<file path="config.mk">
export PLATFORM = sky130hd
export DESIGN_NAME = pse_port_config_registers
export DESIGN_NICKNAME = d
export VERILOG_FILES = /design/src/rtl/pse_cfg_pkg.sv /design/src/rtl/pse_port_config_registers.sv
export SDC_FILE = /design/constraint.sdc
export NUM_CORES = 1
export LEC_CHECK = 0
export BUFFER_PORTS_ARGS = -buffer_cell sky130_fd_sc_hd__buf_2
export CAP_MARGIN = 20
export CORE_MARGIN = 2
export CORE_UTILIZATION = 56
export DETAILED_ROUTE_END_ITERATION = 8
export GPL_TIMING_DRIVEN = 0
export MAX_ROUTING_LAYER = met4
export PLACE_DENSITY = 0.79
export SLEW_MARGIN = 20
export SYNTH_ARGS = -nofsm -noshare
export SYNTH_HDL_FRONTEND = slang
export SYNTH_SLANG_ARGS = --single-unit
</file>
<file path="constraint.sdc">
create_clock -name mclk_i -period 3.8 [get_ports mclk_i]
set_input_delay 0.76 -clock mclk_i [delete_from_list [all_inputs] [get_ports mclk_i]]
set_output_delay 0.76 -clock mclk_i [all_outputs]
set_load 0.01 [all_outputs]
</file>
<file path="src/rtl/pse_cfg_pkg.sv">
// constants, register map and state types of the port configuration bank
package pse_cfg_pkg;
  localparam logic [7:0] HW_FLAG_ADDR = 8'h1c;
  localparam logic [7:0] WD_TIME_ADDR = 8'h1e;
  localparam logic [7:0] WD_SWITCH_ADDR = 8'h1f;
  localparam logic [7:0] PROGRAM_ADDR = 8'h23;
  localparam logic [7:0] PWM_ADDR = 8'h24;
  localparam logic [7:0] MISC_TWO_ADDR = 8'h29;
  localparam logic [7:0] CUR_LIMIT_ADDR = 8'h2a;

  // writable (including internally connected) bits of each register
  localparam logic [7:0] WD_SWITCH_MASK = 8'hc1;
  localparam logic [7:0] PROGRAM_MASK = 8'hf7;
  localparam logic [7:0] PWM_MASK = 8'h3f;
  localparam logic [7:0] MISC_TWO_MASK = 8'h1c;
  localparam logic [7:0] CUR_LIMIT_MASK = 8'h07;

  localparam int WD_ENABLE_BIT = 7;
  localparam int EXPIRY_IRQ_BIT = 6;
  localparam int EXPIRY_MODE_BIT = 0;
  localparam int LARGE_CAP_BIT = 5;
  localparam int DET_SKIP_BIT = 4;
  localparam int AC_DISCONNECT_THRESHOLD_LSB = 0;
  localparam int DUTY_LSB = 4;
  localparam int LOAD_CHECK_BIT = 4;

  localparam logic [7:0] WD_SWITCH_RESET = 8'h00;
  localparam logic [7:0] PROGRAM_RESET = 8'h04;
  localparam logic [7:0] PWM_RESET = 8'h00;
  localparam logic [7:0] MISC_TWO_RESET = 8'h00;
  localparam logic [7:0] CUR_LIMIT_RESET = 8'h00;

  localparam logic [1:0] MODE_SHUTDOWN = 2'b00;
  localparam logic [1:0] MODE_AUTO = 2'b11;

  // ac threshold in units of 10 nA: 85.28 uA + 10.64 uA per step
  localparam logic [15:0] AC_DISCONNECT_THRESHOLD_BASE = 16'd8528;
  localparam logic [15:0] AC_DISCONNECT_THRESHOLD_STEP = 16'd1064;

  localparam longint CLK_HZ = 125000000;
  localparam longint WD_INTERVAL_MS = 164;
  localparam int unsigned WD_TICK_CYCLES = int'(CLK_HZ * WD_INTERVAL_MS / 1000);

  typedef struct packed {
    logic [7:0] wd_switch;
    logic [7:0] wd_time;
    logic [7:0] program_cfg;
    logic [7:0] pwm;
    logic [7:0] misc_two;
    logic [7:0] cur_limit;
  } cfg_s;

  typedef struct packed {
    cfg_s cfg;
    logic [24:0] tick_cnt;
    logic hw_mode;
    logic hw_control_flag;
    logic [1:0] legacy_sync;
    logic [7:0] rdata;
    logic irq;
    logic mode_load;
    logic [1:0] port_mode;
    logic power_on;
    logic power_allow;
    logic ac_present;
    logic [9:0] limit_ma;
    logic [9:0] overcurrent_ma;
  } state_s;
endpackage

</file>
<file path="src/rtl/pse_port_config_registers.sv">
// configuration register bank and watchdog of a single-port power-sourcing controller
// Notes on behaviour
// - watchdog acts on the port only while its enable bit 7 is set
// - bit 6 enables the interrupt driven by the hardware-control flag
// - on expiry port goes to auto if bit 0 is one, else shutdown
// - expiry loads mode code 00 for shutdown, 11 for auto
// - enabled watchdog counter decrements toward zero every 164 ms; zero means expiry
// - interrupt asserts whenever the hardware-control flag is set and enabled
// - program register resets to threshold 100, other defined bits zero
// - program bit 5 enables large-capacitor detection, by software or the select input
// - with skip bit clear, auto mode refuses power when detection was bypassed
// - bits 2:0 set ac threshold 85.28 uA plus 10.64 uA per step
// - ac presence reported only when sensed peaks exceed the threshold
// - pwm bits 5:4 pick duty 6.25/12.5/18.75/25 percent, reset zero
// - misc register bit 4 enables load stability check, reset zero
// - current-limit select loaded by classification or software, reset zero
// - select code maps to limit and overcurrent values; code 100 unused
`timescale 1ns/100ps
module pse_port_config_registers #(
  parameter int unsigned WD_TICK = pse_cfg_pkg::WD_TICK_CYCLES
) (
  // clock and reset
  input wire logic mclk_i,
  input wire logic rst_b_i,
  // register access from the serial engine
  input wire logic reg_wr_i,
  input wire logic reg_rd_i,
  input wire logic [7:0] reg_addr_i,
  input wire logic [7:0] reg_wdata_i,
  output logic [7:0] reg_rdata_o,
  // port control logic
  input wire logic high_cap_sel_i,
  input wire logic power_on_req_i,
  input wire logic det_bypassed_i,
  input wire logic class_load_i,
  input wire logic [2:0] class_code_i,
  input wire logic ac_peak_valid_i,
  input wire logic [15:0] ac_peak_i,
  // configuration and results
  output logic irq_o,
  output logic port_mode_load_o,
  output logic [1:0] port_mode_o,
  output logic power_on_o,
  output logic power_allow_o,
  output logic ac_present_o,
  output logic watchdog_enable_o,
  output logic large_cap_detect_enable_o,
  output logic [1:0] limit_duty_select_o,
  output logic load_stability_check_enable_o,
  output logic [9:0] current_limit_ma_o,
  output logic [9:0] overcurrent_ma_o
);
  import pse_cfg_pkg::*;

  localparam logic [24:0] TICK_LAST = 25'(WD_TICK - 1);

  logic [1:0] rst_sync;
  logic rst_b;
  state_s state_reg;
  state_s state_next;

  function automatic logic [15:0] ac_threshold(input logic [2:0] code);
    ac_threshold = AC_DISCONNECT_THRESHOLD_BASE + 16'(AC_DISCONNECT_THRESHOLD_STEP * code);
  endfunction

  // limit and overcurrent in mA for a select code; unused code gives zero
  function automatic logic [19:0] limit_lookup(input logic [2:0] code);
    unique case (code)
      3'b000: limit_lookup = {10'd420, 10'd370};
      3'b001: limit_lookup = {10'd720, 10'd634};
      3'b010: limit_lookup = {10'd126, 10'd111};
      3'b011: limit_lookup = {10'd223, 10'd196};
      3'b100: limit_lookup = {10'd0, 10'd0};
      3'b101: limit_lookup = {10'd850, 10'd748};
      3'b110: limit_lookup = {10'd900, 10'd792};
      3'b111: limit_lookup = {10'd950, 10'd836};
    endcase
  endfunction

  function automatic logic [7:0] masked(input logic [7:0] old, input logic [7:0] wd, input logic [7:0] m);
    masked = (old & ~m) | (wd & m);
  endfunction

  always_ff @(posedge mclk_i or negedge rst_b_i) begin
    if (!rst_b_i) begin
      rst_sync <= 2'b00;
    end else begin
      rst_sync <= {rst_sync[0], 1'b1};
    end
  end
  assign rst_b = rst_sync[1];

  logic tick;
  logic expire;
  logic wr_hit;
  logic [19:0] lim;

  always_comb begin
    state_next = state_reg;
    state_next.legacy_sync = {state_reg.legacy_sync[0], high_cap_sel_i};
    state_next.mode_load = 1'b0;
    state_next.power_on = 1'b0;
    tick = 1'b0;
    expire = 1'b0;
    wr_hit = reg_wr_i;
    lim = limit_lookup(state_reg.cfg.cur_limit[2:0]);

    // register writes
    if (wr_hit) begin
      unique case (reg_addr_i)
        WD_SWITCH_ADDR: state_next.cfg.wd_switch = masked(state_reg.cfg.wd_switch, reg_wdata_i, WD_SWITCH_MASK);
        WD_TIME_ADDR: state_next.cfg.wd_time = reg_wdata_i;
        PROGRAM_ADDR: state_next.cfg.program_cfg = masked(state_reg.cfg.program_cfg, reg_wdata_i, PROGRAM_MASK);
        PWM_ADDR: state_next.cfg.pwm = masked(state_reg.cfg.pwm, reg_wdata_i, PWM_MASK);
        MISC_TWO_ADDR: state_next.cfg.misc_two = masked(state_reg.cfg.misc_two, reg_wdata_i, MISC_TWO_MASK);
        CUR_LIMIT_ADDR: state_next.cfg.cur_limit = masked(state_reg.cfg.cur_limit, reg_wdata_i, CUR_LIMIT_MASK);
        default: ;
      endcase
    end
    // classification result overrides a software write in the same cycle
    if (class_load_i) begin
      state_next.cfg.cur_limit = {5'h00, class_code_i};
    end
    // select input holds the large-capacitor bit set while high
    if (state_reg.legacy_sync[1]) begin
      state_next.cfg.program_cfg[LARGE_CAP_BIT] = 1'b1;
    end

    // watchdog interval and counter
    if (state_reg.cfg.wd_switch[WD_ENABLE_BIT]) begin
      if (state_reg.tick_cnt == TICK_LAST) begin
        state_next.tick_cnt = 25'h000_0000;
        tick = 1'b1;
      end else begin
        state_next.tick_cnt = state_reg.tick_cnt + 25'h000_0001;
      end
    end else begin
      state_next.tick_cnt = 25'h000_0000;
    end
    // a software reload in the tick cycle wins over the decrement
    if (tick && !(wr_hit && reg_addr_i == WD_TIME_ADDR)) begin
      if (state_reg.cfg.wd_time != 8'h00) begin
        state_next.cfg.wd_time = state_reg.cfg.wd_time - 8'h01;
      end
      expire = (state_reg.cfg.wd_time <= 8'h01) && !state_reg.hw_mode;
    end
    if (expire) begin
      state_next.hw_mode = 1'b1;
      state_next.mode_load = 1'b1;
      state_next.port_mode = state_reg.cfg.wd_switch[EXPIRY_MODE_BIT] ? MODE_AUTO : MODE_SHUTDOWN;
    end
    // disabling the watchdog hands the port back to software
    if (!state_next.cfg.wd_switch[WD_ENABLE_BIT]) begin
      state_next.hw_mode = 1'b0;
    end

    // power-on requests are refused under hardware control
    if (power_on_req_i) begin
      if (state_reg.hw_mode) begin
        state_next.hw_control_flag = 1'b1;
      end else begin
        state_next.power_on = 1'b1;
      end
    end

    // register reads; the flag clears on read but a new set wins
    if (reg_rd_i) begin
      unique case (reg_addr_i)
        HW_FLAG_ADDR: state_next.rdata = {7'h00, state_reg.hw_control_flag};
        WD_TIME_ADDR: state_next.rdata = state_reg.cfg.wd_time;
        WD_SWITCH_ADDR: state_next.rdata = state_reg.cfg.wd_switch;
        PROGRAM_ADDR: state_next.rdata = state_reg.cfg.program_cfg;
        PWM_ADDR: state_next.rdata = state_reg.cfg.pwm;
        MISC_TWO_ADDR: state_next.rdata = state_reg.cfg.misc_two;
        CUR_LIMIT_ADDR: state_next.rdata = state_reg.cfg.cur_limit;
        default: state_next.rdata = 8'h00;
      endcase
      if (reg_addr_i == HW_FLAG_ADDR && !expire && !(power_on_req_i && state_reg.hw_mode)) begin
        state_next.hw_control_flag = 1'b0;
      end
    end
    if (expire) begin
      state_next.hw_control_flag = 1'b1;
    end

    state_next.irq = state_next.hw_control_flag && state_next.cfg.wd_switch[EXPIRY_IRQ_BIT];
    state_next.power_allow = !state_next.hw_mode
      && (!det_bypassed_i || state_next.cfg.program_cfg[DET_SKIP_BIT]);
    if (ac_peak_valid_i) begin
      state_next.ac_present = ac_peak_i > ac_threshold(state_reg.cfg.program_cfg[2:0]);
    end
    state_next.limit_ma = lim[19:10];
    state_next.overcurrent_ma = lim[9:0];
  end

  always_ff @(posedge mclk_i or negedge rst_b) begin
    if (!rst_b) begin
      state_reg <= '0;
      state_reg.cfg.wd_switch <= WD_SWITCH_RESET;
      state_reg.cfg.program_cfg <= PROGRAM_RESET;
      state_reg.cfg.pwm <= PWM_RESET;
      state_reg.cfg.misc_two <= MISC_TWO_RESET;
      state_reg.cfg.cur_limit <= CUR_LIMIT_RESET;
      state_reg.limit_ma <= 10'd420;
      state_reg.overcurrent_ma <= 10'd370;
    end else begin
      state_reg <= state_next;
    end
  end

  assign reg_rdata_o = state_reg.rdata;
  assign irq_o = state_reg.irq;
  assign port_mode_load_o = state_reg.mode_load;
  assign port_mode_o = state_reg.port_mode;
  assign power_on_o = state_reg.power_on;
  assign power_allow_o = state_reg.power_allow;
  assign ac_present_o = state_reg.ac_present;
  assign watchdog_enable_o = state_reg.cfg.wd_switch[WD_ENABLE_BIT];
  assign large_cap_detect_enable_o = state_reg.cfg.program_cfg[LARGE_CAP_BIT];
  assign limit_duty_select_o = state_reg.cfg.pwm[DUTY_LSB+1:DUTY_LSB];
  assign load_stability_check_enable_o = state_reg.cfg.misc_two[LOAD_CHECK_BIT];
  assign current_limit_ma_o = state_reg.limit_ma;
  assign overcurrent_ma_o = state_reg.overcurrent_ma;
endmodule

</file>
==> summary.md <==
| Metric | Value |
|---|---|
| Placeable Area | `between 0.008 and 0.009 mm²` |
| Boundary pin count | `84` |
| Avg Synthesized Cell Area | `10.2 µm²` |
| Final Critical Period | `around 3.2 ns` |
| CTS root buf | `clkbuf_8` |
| #FFs+latches synth | `93` |
| Input/output buffers | `80` |
| Clock Power Share | `0.334` |
| Fin. Hold Viols | `0` |
| Critical Path Fanout Max | `9` |
| CTS-repair resized insts | `0` |
| Post-CTS setup buffers | `0` |
| Slew Viols, Final | `0` |
| Die height | `~97 µm` |
| Number of synthesized flops with an enable pin | `0` |
| Ant. Diodes | `0` |
| Reg clk slew, reported paths | `~0.090 ns` |
| Slowest library cell on the worst path | `nor4_2` |
| # hold bufs at CTS | `0` |
| Layout cells sized above 1 | `0.289` |
| Slew HR | `0.364` |
| Largest net degree at the start of global routing | `53` |
| CTS tree | `yes` |
| DR DRC count | `0` |
| Via density | `between 5 and 6` |
| Required time worst endpoint | `a little over 4 ns` |
| Unrepaired setup endpoints after global routing | `false` |
| Outcome | `completed` |
| Die area | `about 0.0094 mm²` |
| Gr ovfl total | `0` |
| # H-tree levels | `3` |
| Sw Pwr | `~0.53 mW` |
| Global-route wire length before repair | `between 15000 and 20000 µm` |
| Setup TNS | `0 ns` |
| Cell variety after synth | `between 50 and 60` |
| Routed via count | `3722` |
| Placer's final routability congestion estimate | `approximately 0.89` |
| HPWL after DPL | `between 7000 and 8000 µm` |
| Initial DRC count | `between 200 and 250` |
| WL per Instance | `14.5 µm` |
| Synth Cell Area | `roughly 0.0048 mm²` |
| Final period util | `0.836` |
| PwrDens | `~360 mW/mm²` |
| Worst path max stage delay | `around 0.71 ns` |
| Internal | `roughly 1.5 mW` |
| TritonRoute pass-1 iters | `6` |
| Leading cell type in the layout, fill and taps excluded | `dfrtp_1` |
| Worst endpoint data arrival time | `about 3.4 ns` |
| Post-Route Utilization | `0.674` |
| Vias in the first global route | `3637` |
| Post-DRT Antenna Nets | `0` |
| Critical-path cell list | `buf_2 -> or4b_2 -> clkbuf_1 -> nor4_2 -> nand2_1 -> mux2_2 -> o21ba_2` |
| Finished Layout Cells | `approximately 680` |
| Type of origin of the critical path | `input port` |
| Rows | `33` |
| YS warnings | `0` |
| Most frequent cells in the layout | `82 x dfrtp_1, 80 x buf_2, 44 x nand2_1` |
| Area delta synth->final | `15.9%` |
| Starting Density | `0.582` |
| Worst setup margin | `between 0.6 and 0.7 ns` |
| Worst-margin pin slew | `roughly 0.95 ns` |
| Ys async rst share | `1.00` |
| Syn nets | `approximately 540` |
| Drt total wl | `approximately 9800 µm` |
| Maximum vdd ir drop | `roughly 0.00023 V` |
| Ys flop type | `dfrtp_1` |
| Cts bufs inserted | `9` |
| Max clock buf depth | `2` |
| CP delay by family, top | `simple AND/OR/NAND/NOR gates` |
| Chip width | `slightly below 100 µm` |
| Clk sinks | `93` |
| Power share of the sequential group | `0.538` |
| Post-Synthesis Cells | `around 470` |
| Net Sw Frac | `0.262` |
| CP bufs+invs | `2` |
| Max-cap viol count | `0` |
| Nature of the critical path endpoint | `flip-flop` |
| Nets@finish | `around 640` |
| Initial antenna violation count | `0` |
| Pre-CTS worst setup slack | `roughly 0.35 ns` |
| Path type of the worst setup path | `in -> reg` |
| Clock Latency Late Sink | `0.36 ns` |
| Setup-failing EPs final | `0` |
| Largest register FFs | `53` |
| Fmax | `around 310 MHz` |
| Gate power share | `0.128` |
| Worst min-delay path category | `in -> async` |
| Global Route Usage Sum | `0.226` |
| Clock Skew | `approximately 0.010 ns` |
| Post-Place Cells | `660` |
| Sequential-to-total area share from yosys stat | `0.485` |
| Leakage | `approximately 2.6 nW` |
-- path summary, 6_finish.rpt --
kind,depth (start not counted),from,slack (ns),end
hold reg to reg,0,rst_sync[1],0.31,watchdog_enable_o
setup / recovery,7,reg_addr_i[4],0.62,power_allow_o
setup reg to reg,7,state_reg[56],0.94,state_reg[103]
max in group asynchronous,1,rst_sync[1],2.79,overcurrent_ma_o[1]
min in group mclk_i,0,rst_sync[0],0.36,rst_sync[1]
hold / removal,1,rst_b_i,0.17,rst_sync[1]
-- stage by stage --
stage          power [mW]  instance area (µm²)  hold slack [ns]
6_report             2.03                 5590            0.169
5_1_grt              2.14                 5590            0.160
4_1_cts              2.06                 5590            0.159
3_5_place_dp         1.38                 5390            0.328
3_3_place_gp         1.36                 5360            0.333
2_1_floorplan        1.27                 4830            0.331
-- area by class of cell --
type / instances / area (µm²)
Tap cell: 105 / 131
Timing Repair Buffer: 81 / 428
Fill cell: 685 / 2710
Clock inverter: 6 / 75.1
Sequential cell: 93 / 2340
Clock buffer: 10 / 128
Inverter: 23 / 86.3
Buffer: 47 / 299
Multi-Input combinational cell: 311 / 2100
-- metal layers --
layer	share of wire	vias to the layer above	global-route usage	wire [µm]
li1	-	1819	-	-
met1	0.45	1781	0.304	4410
met2	0.49	111	0.352	4800
met3	0.046	11	0.0289	453
met4	0.015	0	0.0910	149
met5	0	-	-	0
-- power groups by stage --
| stage | clock (mW) | combinational (mW) | sequential, mW |
|---|---|---|---|
| after floorplan | 0 | 0.163 | 1.11 |
| after global placement | 0 | 0.242 | 1.12 |
| after detailed placement | 0 | 0.263 | 1.11 |
| after CTS | 0.698 | 0.265 | 1.09 |
| after global routing | 0.742 | 0.293 | 1.10 |
| final | 0.678 | 0.261 | 1.09 |
-- cells in the mapped netlist, types with 12 or more instances --
cell type | number | area (µm²)
dfrtp_1 | 83 | 2080
nand2_1 | 44 | 165
nor2_1 | 40 | 150
buf_4 | 32 | 240
ha_1 | 26 | 325
inv_1 | 23 | 86.3
mux2_2 | 19 | 214
xnor2_1 | 19 | 166
nand3_1 | 18 | 90.1
o21ai_0 | 15 | 75.1
a21oi_1 | 14 | 70.1
nor3_1 | 13 | 65.1
clkbuf_1 | 12 | 45.0
-- cells by family (layout without fill, tap and decap cells) --
group                      Yosys count  count (layout)  share of synthesized area
other                                1               1                   0.000777
DFF                                 93              93                      0.485
AOI/OAI and AO/OA                   68              68                     0.0933
and+or+nand+nor                    166             166                      0.172
muxes                               24              24                     0.0547
adders and majority gates           26              26                     0.0674
xor gates and xnor gates            26              26                     0.0472
buffers and inverters               70             167                     0.0798
Note: power is estimated with default switching activity, not from simulation.
